===== config.mk =====
export PLATFORM = sky130hd
export DESIGN_NAME = msimr_regs
export DESIGN_NICKNAME = d
export VERILOG_FILES = /design/src/msimr_pkg.sv /design/src/msimr_wb_slave.sv /design/src/msimr_msg_gen.sv /design/src/msimr_regs.sv
export SDC_FILE = /design/constraint.sdc
export NUM_CORES = 1
export LEC_CHECK = 0
export BUFFER_PORTS_ARGS = -buffer_cell sky130_fd_sc_hd__buf_2
export CAP_MARGIN = 20
export CORE_MARGIN = 2
export CORE_UTILIZATION = 58
export CTS_BUF_LIST = sky130_fd_sc_hd__clkbuf_8
export DETAILED_ROUTE_END_ITERATION = 10
export GPL_TIMING_DRIVEN = 0
export PLACE_DENSITY = 0.82
export SETUP_SLACK_MARGIN = 0.2
export SLEW_MARGIN = 20
export SYNTH_ARGS = -nofsm -noshare
export SYNTH_HDL_FRONTEND = slang
export SYNTH_SLANG_ARGS = --single-unit

===== constraint.sdc =====
create_clock -name SYS_CLK -period 10.95 [get_ports SYS_CLK]
set_input_delay 1.6425 -clock SYS_CLK [delete_from_list [all_inputs] [get_ports SYS_CLK]]
set_output_delay 1.6425 -clock SYS_CLK [all_outputs]
set_load 0.01 [all_outputs]

===== src/msimr_pkg.sv =====
// package: register map, field layout and constants of the msi message registers
package msimr_pkg;
	localparam int ADDR_W = 8;
	// register byte offsets
	localparam logic [7:0] OFF_MSI_CTRL = 8'hd0;
	localparam logic [7:0] OFF_MSI_LOW_ADDRESS = 8'hd4;
	localparam logic [7:0] OFF_MSI_HIGH_ADDRESS = 8'hd8;
	localparam logic [7:0] OFF_MSI_MESSAGE_PAYLOAD = 8'hdc;
	localparam logic [7:0] OFF_SUBSYSTEM_CAP_HEADER = 8'hf0;
	localparam logic [7:0] OFF_SUBSYSTEM_IDENTIFIERS = 8'hf4;
	localparam logic [7:0] OFF_LOCK_CTRL = 8'he0;
	localparam logic [7:0] OFF_IRQ_STATUS = 8'he4;
	localparam logic [7:0] OFF_IRQ_ENABLE = 8'he8;
	localparam logic [7:0] OFF_IRQ_CLEAR = 8'hec;
	// field layout
	localparam int MSI_EN_BIT = 16;
	localparam int GVC_LSB = 20;
	localparam int GVC_MSB = 22;
	localparam int A64_BIT = 23;
	localparam int NXT_LSB = 8;
	localparam int NXT_MSB = 15;
	localparam int ADDR_LO_LSB = 2;
	// constant values
	localparam logic [7:0] MSI_CAPABILITY_CODE = 8'h05;
	localparam logic [7:0] SUBSYS_CAPABILITY_CODE = 8'h0d;
	localparam logic [7:0] NEXT_CAP_PTR_RESET = 8'h00;
	localparam logic [15:0] SUBSYS_IDENT_RESET = 16'h0000;
	localparam logic [31:0] ZERO32 = 32'h0000_0000;
	localparam logic [3:0] PAYLOAD_BYTE_EN = 4'h3;
	// interrupt status bit positions
	localparam int IRQ_W = 3;
	localparam int IRQ_SENT = 0;
	localparam int IRQ_DROPPED = 1;
	localparam int IRQ_LOCKED_WR = 2;
	typedef enum logic [1:0] {MSIMR_IDLE, MSIMR_ISSUE} msimr_state_t;
endpackage


===== src/msimr_wb_slave.sv =====
// classic wishbone slave front end: read data capture, single-cycle ack, write strobe
`timescale 1ns/1ps
module msimr_wb_slave (
	input wire logic clk, // system clock
	input wire logic rst, // async reset, active high
	input wire logic cyc, // bus cycle
	input wire logic stb, // strobe
	input wire logic we, // write enable
	input wire logic [msimr_pkg::ADDR_W-1:0] adr, // byte address
	input wire logic [31:0] rd_word, // selected register read data
	output logic ack, // one-cycle acknowledge
	output logic [31:0] dat_o, // registered read data
	output logic wr_pulse // write takes effect this cycle
);
	import msimr_pkg::*;
	logic ack_ff;
	logic [31:0] dat_ff;
	wire req = cyc && stb && !ack_ff;
	// ack one cycle after the request; dropped the cycle after it was given
	always_ff @(posedge clk or posedge rst) begin
		if (rst) begin
			ack_ff <= 1'b0;
			dat_ff <= ZERO32;
		end else begin
			ack_ff <= req;
			dat_ff <= req ? rd_word : dat_ff;
		end
	end
	// write commits on the acking edge, as the master samples ack there
	assign wr_pulse = ack_ff && cyc && stb && we;
	assign ack = ack_ff;
	assign dat_o = dat_ff;
endmodule // msimr_wb_slave


===== src/msimr_msg_gen.sv =====
// forms one msi memory write from the programmed address and payload
`timescale 1ns/1ps
module msimr_msg_gen (
	input wire logic clk, // system clock
	input wire logic rst, // async reset, active high
	input wire logic trig, // message request pulse
	input wire logic msi_en, // msi enable
	input wire logic [29:0] addr_low, // dword address low part
	input wire logic [31:0] addr_high, // upper address
	input wire logic [15:0] payload, // message data value
	input wire logic out_ready, // upstream port accepts
	output logic out_valid, // write request valid
	output logic [63:0] out_addr, // write address
	output logic out_is64, // 64-bit address format
	output logic [31:0] out_data, // write payload
	output logic [3:0] out_be, // byte enables
	output logic sent, // pulse: write accepted
	output logic dropped // pulse: trigger refused
);
	import msimr_pkg::*;
	msimr_state_t state_ff, nxt_state;
	logic [63:0] addr_ff;
	logic is64_ff;
	logic valid_ff;
	logic [31:0] data_ff;
	wire accept = trig && msi_en && (state_ff == MSIMR_IDLE);
	wire wide = (addr_high != ZERO32);
	wire [63:0] form_addr = wide ? {addr_high, addr_low, 2'b00} : {ZERO32, addr_low, 2'b00};
	// payload is never offset by a vector number: one vector only
	wire [31:0] form_data = {16'h0000, payload};
	always_comb begin
		nxt_state = state_ff;
		case (state_ff)
			MSIMR_IDLE: nxt_state = accept ? MSIMR_ISSUE : MSIMR_IDLE;
			MSIMR_ISSUE: nxt_state = out_ready ? MSIMR_IDLE : MSIMR_ISSUE;
			default: nxt_state = MSIMR_IDLE;
		endcase
	end
	always_ff @(posedge clk or posedge rst) begin
		if (rst) begin
			state_ff <= MSIMR_IDLE;
			addr_ff <= 64'h0;
			is64_ff <= 1'b0;
			valid_ff <= 1'b0;
			data_ff <= ZERO32;
		end else begin
			state_ff <= nxt_state;
			valid_ff <= (nxt_state == MSIMR_ISSUE);
			if (accept) begin
				addr_ff <= form_addr;
				is64_ff <= wide;
				data_ff <= form_data;
			end
		end
	end
	// valid straight from its own flop, mirrors the issue state
	assign out_valid = valid_ff;
	assign out_addr = addr_ff;
	assign out_is64 = is64_ff;
	assign out_data = data_ff;
	assign out_be = PAYLOAD_BYTE_EN;
	assign sent = out_valid && out_ready;
	assign dropped = trig && !accept;
endmodule // msimr_msg_gen


===== src/msimr_regs.sv =====
// msi message address/data and subsystem identification register bank
// Function
// - writable dword-aligned low message address in 31:2; bits 1:0 read zero.
// - writable upper address; non-zero selects a 64-bit message write address.
// - zero upper address gives a 32-bit write from the low address only.
// - every message write leaves via the upstream port, whatever its address.
// - writable 16-bit message data in 15:0 is the payload low half; 31:16 zero.
// - subsystem capability header returns read-only code 0xd in 7:0.
// - header 15:8 holds lockable next pointer; 31:16 read zero.
// - identifier 15:0 holds lockable subsystem vendor id, reset zero.
// - identifier 31:16 holds lockable subsystem id, reset zero.
// - message writes are generated only while msi enable bit 16 is set.
// - vector count fixed to one message; payload never altered by vector.
//
// Decided for this implementation: the Wishbone interface to the registers.
`timescale 1ns/1ps
module msimr_regs (
	input wire logic SYS_CLK, // 125 MHz system clock
	input wire logic RST, // async reset, active high
	input wire logic WB_CYC_I, // wishbone cycle
	input wire logic WB_STB_I, // wishbone strobe
	input wire logic WB_WE_I, // wishbone write enable
	input wire logic [msimr_pkg::ADDR_W-1:0] WB_ADR_I, // byte address
	input wire logic [3:0] WB_SEL_I, // byte lane selects
	input wire logic [31:0] WB_DAT_I, // write data
	input wire logic MSG_TRIG, // pulse: request one message
	input wire logic UP_READY, // upstream port accepts write
	output logic WB_ACK_O, // wishbone acknowledge
	output logic [31:0] WB_DAT_O, // read data
	output logic UP_VALID, // message write valid toward upstream port
	output logic [63:0] UP_ADDR, // message write address
	output logic UP_IS64, // 64-bit address format
	output logic [31:0] UP_DATA, // message payload
	output logic [3:0] UP_BE, // payload byte enables
	output logic IRQ // level interrupt
);
	import msimr_pkg::*;
	logic [29:0] msi_low_address_ff;
	logic [31:0] msi_high_address_ff;
	logic [15:0] msg_payload_value_ff;
	logic msi_en_ff;
	logic [7:0] next_cap_pointer_ff;
	logic [15:0] subsys_vendor_ident_ff;
	logic [15:0] subsys_ident_ff;
	logic lock_ff;
	logic [IRQ_W-1:0] irq_status_ff, nxt_irq_status;
	logic [IRQ_W-1:0] irq_enable_ff;
	logic irq_ff;
	logic [31:0] rd_word;
	logic wr_pulse;
	logic sent;
	logic dropped;
	wire [31:0] wmask;
	// byte-lane mask from sel
	genvar gi;
	generate
		for (gi = 0; gi < 4; gi++) begin : g_lane
			assign wmask[gi*8 +: 8] = {8{WB_SEL_I[gi]}};
		end
	endgenerate
	wire hit_ctrl = (WB_ADR_I == OFF_MSI_CTRL);
	wire hit_lo = (WB_ADR_I == OFF_MSI_LOW_ADDRESS);
	wire hit_hi = (WB_ADR_I == OFF_MSI_HIGH_ADDRESS);
	wire hit_pl = (WB_ADR_I == OFF_MSI_MESSAGE_PAYLOAD);
	wire hit_cap = (WB_ADR_I == OFF_SUBSYSTEM_CAP_HEADER);
	wire hit_sid = (WB_ADR_I == OFF_SUBSYSTEM_IDENTIFIERS);
	wire hit_lock = (WB_ADR_I == OFF_LOCK_CTRL);
	wire hit_ist = (WB_ADR_I == OFF_IRQ_STATUS);
	wire hit_ien = (WB_ADR_I == OFF_IRQ_ENABLE);
	wire hit_iclr = (WB_ADR_I == OFF_IRQ_CLEAR);
	// merged write values per register
	wire [31:0] lo_word = {msi_low_address_ff, 2'b00};
	wire [31:0] lo_new = (lo_word & ~wmask) | (WB_DAT_I & wmask);
	wire [31:0] hi_new = (msi_high_address_ff & ~wmask) | (WB_DAT_I & wmask);
	wire [31:0] pl_word = {16'h0000, msg_payload_value_ff};
	wire [31:0] pl_new = (pl_word & ~wmask) | (WB_DAT_I & wmask);
	wire [31:0] cap_word = {16'h0000, next_cap_pointer_ff, SUBSYS_CAPABILITY_CODE};
	wire [31:0] cap_new = (cap_word & ~wmask) | (WB_DAT_I & wmask);
	wire [31:0] sid_word = {subsys_ident_ff, subsys_vendor_ident_ff};
	wire [31:0] sid_new = (sid_word & ~wmask) | (WB_DAT_I & wmask);
	wire [31:0] ctrl_word = {8'h00, 1'b1, 3'b000, 3'b000, msi_en_ff, NEXT_CAP_PTR_RESET, MSI_CAPABILITY_CODE};
	// lockable fields take writes only while the lock is open
	wire wr_locked = wr_pulse && lock_ff && (hit_cap || hit_sid);
	wire wr_open = wr_pulse && !lock_ff;
	// read mux; unmapped offsets read zero and still ack
	assign rd_word = hit_ctrl ? ctrl_word :
		hit_lo ? lo_word :
		hit_hi ? msi_high_address_ff :
		hit_pl ? pl_word :
		hit_cap ? cap_word :
		hit_sid ? sid_word :
		hit_lock ? {31'h0, lock_ff} :
		hit_ist ? {29'h0, irq_status_ff} :
		hit_ien ? {29'h0, irq_enable_ff} : ZERO32;
	msimr_wb_slave u_bus (
		.clk(SYS_CLK),
		.rst(RST),
		.cyc(WB_CYC_I),
		.stb(WB_STB_I),
		.we(WB_WE_I),
		.adr(WB_ADR_I),
		.rd_word(rd_word),
		.ack(WB_ACK_O),
		.dat_o(WB_DAT_O),
		.wr_pulse(wr_pulse)
	);
	always_ff @(posedge SYS_CLK or posedge RST) begin
		if (RST) begin
			msi_low_address_ff <= 30'h0;
			msi_high_address_ff <= ZERO32;
			msg_payload_value_ff <= 16'h0000;
			msi_en_ff <= 1'b0;
		end else if (wr_pulse) begin
			if (hit_lo)
				msi_low_address_ff <= lo_new[31:ADDR_LO_LSB];
			if (hit_hi)
				msi_high_address_ff <= hi_new;
			if (hit_pl)
				msg_payload_value_ff <= pl_new[15:0];
			if (hit_ctrl && WB_SEL_I[2])
				msi_en_ff <= WB_DAT_I[MSI_EN_BIT];
		end
	end
	always_ff @(posedge SYS_CLK or posedge RST) begin
		if (RST) begin
			next_cap_pointer_ff <= NEXT_CAP_PTR_RESET;
			subsys_vendor_ident_ff <= SUBSYS_IDENT_RESET;
			subsys_ident_ff <= SUBSYS_IDENT_RESET;
			lock_ff <= 1'b0;
		end else begin
			if (wr_open && hit_cap)
				next_cap_pointer_ff <= cap_new[NXT_MSB:NXT_LSB];
			if (wr_open && hit_sid) begin
				subsys_vendor_ident_ff <= sid_new[15:0];
				subsys_ident_ff <= sid_new[31:16];
			end
			// lock is set-only until reset, as a boot loader would leave it
			if (wr_pulse && hit_lock && WB_SEL_I[0] && WB_DAT_I[0])
				lock_ff <= 1'b1;
		end
	end
	// all messages leave on the one upstream port; no address decode here
	msimr_msg_gen u_gen (
		.clk(SYS_CLK),
		.rst(RST),
		.trig(MSG_TRIG),
		.msi_en(msi_en_ff),
		.addr_low(msi_low_address_ff),
		.addr_high(msi_high_address_ff),
		.payload(msg_payload_value_ff),
		.out_ready(UP_READY),
		.out_valid(UP_VALID),
		.out_addr(UP_ADDR),
		.out_is64(UP_IS64),
		.out_data(UP_DATA),
		.out_be(UP_BE),
		.sent(sent),
		.dropped(dropped)
	);
	// sticky status: set wins over a clear in the same cycle
	wire [IRQ_W-1:0] ev_set = {wr_locked, dropped, sent};
	wire [IRQ_W-1:0] ev_clr = (wr_pulse && hit_iclr && WB_SEL_I[0]) ? WB_DAT_I[IRQ_W-1:0] : {IRQ_W{1'b0}};
	// irq follows an enable write on the same edge, not one cycle behind it
	wire [IRQ_W-1:0] nxt_irq_enable = (wr_pulse && hit_ien && WB_SEL_I[0]) ? WB_DAT_I[IRQ_W-1:0] : irq_enable_ff;
	assign nxt_irq_status = (irq_status_ff & ~ev_clr) | ev_set;
	always_ff @(posedge SYS_CLK or posedge RST) begin
		if (RST) begin
			irq_status_ff <= {IRQ_W{1'b0}};
			irq_enable_ff <= {IRQ_W{1'b0}};
			irq_ff <= 1'b0;
		end else begin
			irq_status_ff <= nxt_irq_status;
			irq_enable_ff <= nxt_irq_enable;
			irq_ff <= |(nxt_irq_status & nxt_irq_enable);
		end
	end
	assign IRQ = irq_ff;
endmodule // msimr_regs


==> impl_results.md <==
* Status: completed
* Fmax at around 310 MHz
* Detailed placer's ending HPWL at around 18 mm
* Core ar. at approximately 0.017 sq mm
* Lkg Pwr at 0.00658 uW
* Largest net degree at the start of global routing at 89
* CP Capture Type: flop
* WHS at ~0.48 ns
* Setup_tns at 0 ns
* Number of synthesized flops with an enable pin at 0
* Die Span Y at ~140 um
* Synth Flop Type: dfrtp_1
* Clock tree root driver cell: clkbuf_8
* Effective utilization at floorplan at between 50% and 60%
* Yosys top cell by area: dfrtp_1
* GR Util All Layers at 28.5%
* First drt pass iteration count at 8
* CTS resizes at 0
* Mapped Cells at 732
* DRC errors left at 0
* Port buffer count at 164
* Clock-pin slew on the worst setup and hold paths at around 0.060 ns
* Synth top area share at about three fifths
* Final Max Slew Viols at 0
* Cells after DPL at 1143
* Seq cells post-synth at 240
* CP required at 11.41 ns
* Post CTS Setup Buffer Count at 0
* Final nets at between 1000 and 1500
* Syn Std Cell Area at between 0.01 and 0.015 sq mm
* Worst slew pin tran at ~0.8 ns
* Vias in the first global route at 7142
* Setup violators final at 0
* First-pass GRT wire length at 39.8 mm
* Dpl ws at 7.24 ns
* Die area at between 0.015 and 0.02 sq mm
* Crit path max fanout at 10
* Area growth syn-to-layout at 20.0%
* Synth Warn # at 0
* GRT Residual Overflow at 0
* CTS tree: built
* CP startpoint kind: input port
* GP Congestion at between 0.9 and 1
* Multi-input logic area at ~0.0037 sq mm
* Pwr per Cell Area at 143 mW/mm^2
* I/O pins at 187
* Final Hold Vio Count at 0
* Unrepaired setup endpoints after global routing: no
* Worst rel slew slack at 47.9%
* 1st-iter DRT viols at 633
* Fillers at approximately 1200
* Post-DRT Antenna Nets at 0
* Clock latency on the worst-skew pair at between 0.5 and 0.6 ns
* Crit path time final at 3.24 ns
* Arrival @ worst endpoint at roughly 3.7 ns
* Via-to-Cell Ratio at 5.90
* Setup Crit Path Kind: input port to flop
* Post-synthesis cell type count at a little over 50
* CTS Hold Buffers Added at 0
* Share of cells above drive strength 1 at 45.3%
* Die Wd at 136 um
* Final Non-Filler Cells at around 1200
* Synth top area cells: dfrtp_1 60%, mux2_2 18%, a22o_1 3.0%
* HP Class: flop to flop
* Sequential Area at 0.00601 sq mm
* Initial antenna violation count at 1
* Setup Skew at 0.0368 ns
* Clock sink count at 240
* CTS Buf Count at 37
* # H-tree levels at 2
* Bufs on Longest Clock Path at 3
* Register area share after synthesis at between 50% and 60%
* Final Cycle Share at roughly 30%
* WL/cell at 21.4 um
* PnR worst setup slack at 7.71 ns
* VDD IR max at 0.0000821 V
* Fraction of registers with async set/reset at between 90% and 100%
* Post-Route WL at approximately 26 mm
* Mean post-synth cell area at 13.8 sq um
* # rows at between 40 and 50
* DR vias at 7134
* Max-cap violation count at 0
==> where the power goes <==
group / switching [uW] / leakage [uW] / internal (uW) / total, uW
Clock: 343 / 0.000441 / 420 / 763
Sequential: 3.04 / 0.00334 / 890 / 893
Combinational: 48.5 / 0.00280 / 22.4 / 70.9
==> synth_stat cells, types with 2 or more instances <==
library cell,n
dfrtp_1,240
mux2_2,164
nand2_1,49
a22o_1,35
o21ai_0,27
buf_4,22
clkbuf_1,22
nor2_1,16
a222oi_1,14
a221o_1,13
buf_2,11
a21oi_1,10
mux2i_1,10
inv_1,8
nor4_1,8
o221ai_1,8
buf_6,7
and2_1,6
a221oi_1,5
nand2_2,5
and3_1,4
nand3_1,4
nand4_1,4
mux2_1,3
nand2_4,3
a21o_1,2
a31oi_1,2
and4_1,2
and4b_1,2
conb_1,2
nand3_4,2
nand3b_1,2
nor4b_4,2
==> metal layers <==
metal | part of all wire, % | track usage [%] | wire [um] | vias to the layer above
li1 | - | - | - | 3130
met1 | 42 | 39.5 | 10900 | 3612
met3 | 7.9 | 6.79 | 2050 | 67
met5 | 0 | 0 | 0 | -
met4 | 3.5 | 11.9 | 918 | 0
met2 | 47 | 43.5 | 12100 | 325
==> final cells by class <==
type,count,area share [%]
Antenna cell,1,0.0207
Sequential cell,240,49.6
Clock buffer,52,5.92
Timing Repair Buffer,166,7.24
Multi-Input combinational cell,442,30.9
Tap cell,225,2.33
Inverter,8,0.310
Buffer,62,3.15
Clock inverter,13,0.455
==> critical path, stage by stage <==
cell	delay (ns)
buf_2	0.09
nand2_1	0.05
or2_2	0.28
clkbuf_1	0.26
nor2_1	0.40
clkbuf_1	0.54
o221ai_1	0.31
nand2_1	0.13
==> cell usage in the layout, fill, tap and decap left out, types with 3 or more instances in the layout <==
master | netlist | layout
and2_1 | 6 | 6
buf_6 | 7 | 7
mux2i_1 | 10 | 10
a21oi_1 | 10 | 10
a222oi_1 | 14 | 14
nand2_4 | 3 | 3
o221ai_1 | 8 | 8
nand2_2 | 5 | 5
buf_2 | 11 | 175
clkbuf_1 | 22 | 22
nand3_1 | 4 | 4
nor4_1 | 8 | 8
a221o_1 | 13 | 13
o21ai_0 | 27 | 27
buf_4 | 22 | 22
and3_1 | 4 | 4
a22o_1 | 35 | 35
mux2_1 | 3 | 3
nor2_1 | 16 | 16
conb_1 | 2 | 22
dfrtp_1 | 240 | 240
mux2_2 | 164 | 164
a221oi_1 | 5 | 5
nand4_1 | 4 | 4
inv_1 | 8 | 18
nand2_1 | 49 | 49
clkbuf_8 | 0 | 52
==> cells by family (layout without fill, tap and decap cells) <==
logic type | count (synthesis) | after routing | share of synthesized area, %
compound gates | 124 | 124 | 9.64
mux | 178 | 178 | 19.8
buf+inv | 70 | 301 | 4.08
simple gates | 118 | 118 | 6.85
flops | 240 | 240 | 59.6
other cells | 2 | 23 | 0.0745
==> worst paths after layout <==
check                                  end  slack (ns)       startpoint  depth (start not counted)
setup / recovery           u_bus.dat_o[12]        7.71         WB_STB_I                          8
max in group asynchronous  u_bus.dat_o[17]        8.98              RST                          3
hold / removal             u_bus.dat_o[15]        0.48  u_bus.dat_o[15]                          2
hold reg to reg            u_bus.dat_o[15]        0.48  u_bus.dat_o[15]                          2
setup reg to reg           u_bus.dat_o[12]        8.51        u_bus.ack                          6
min in group asynchronous   u_bus.dat_o[0]        1.16              RST                          2
==> stage by stage <==
step | utilization, % | power [uW] | instance area, sq um
2_1_floorplan | - | 946 | 10200
3_3_place_gp | 65.8 | 977 | 11300
3_5_place_dp | 66.2 | 980 | 11300
4_1_cts | 70.7 | 1740 | 12100
5_1_grt | 70.7 | 1780 | 12100
6_report | 70.7 | 1730 | 12100
(Power assumes the default switching activity.)
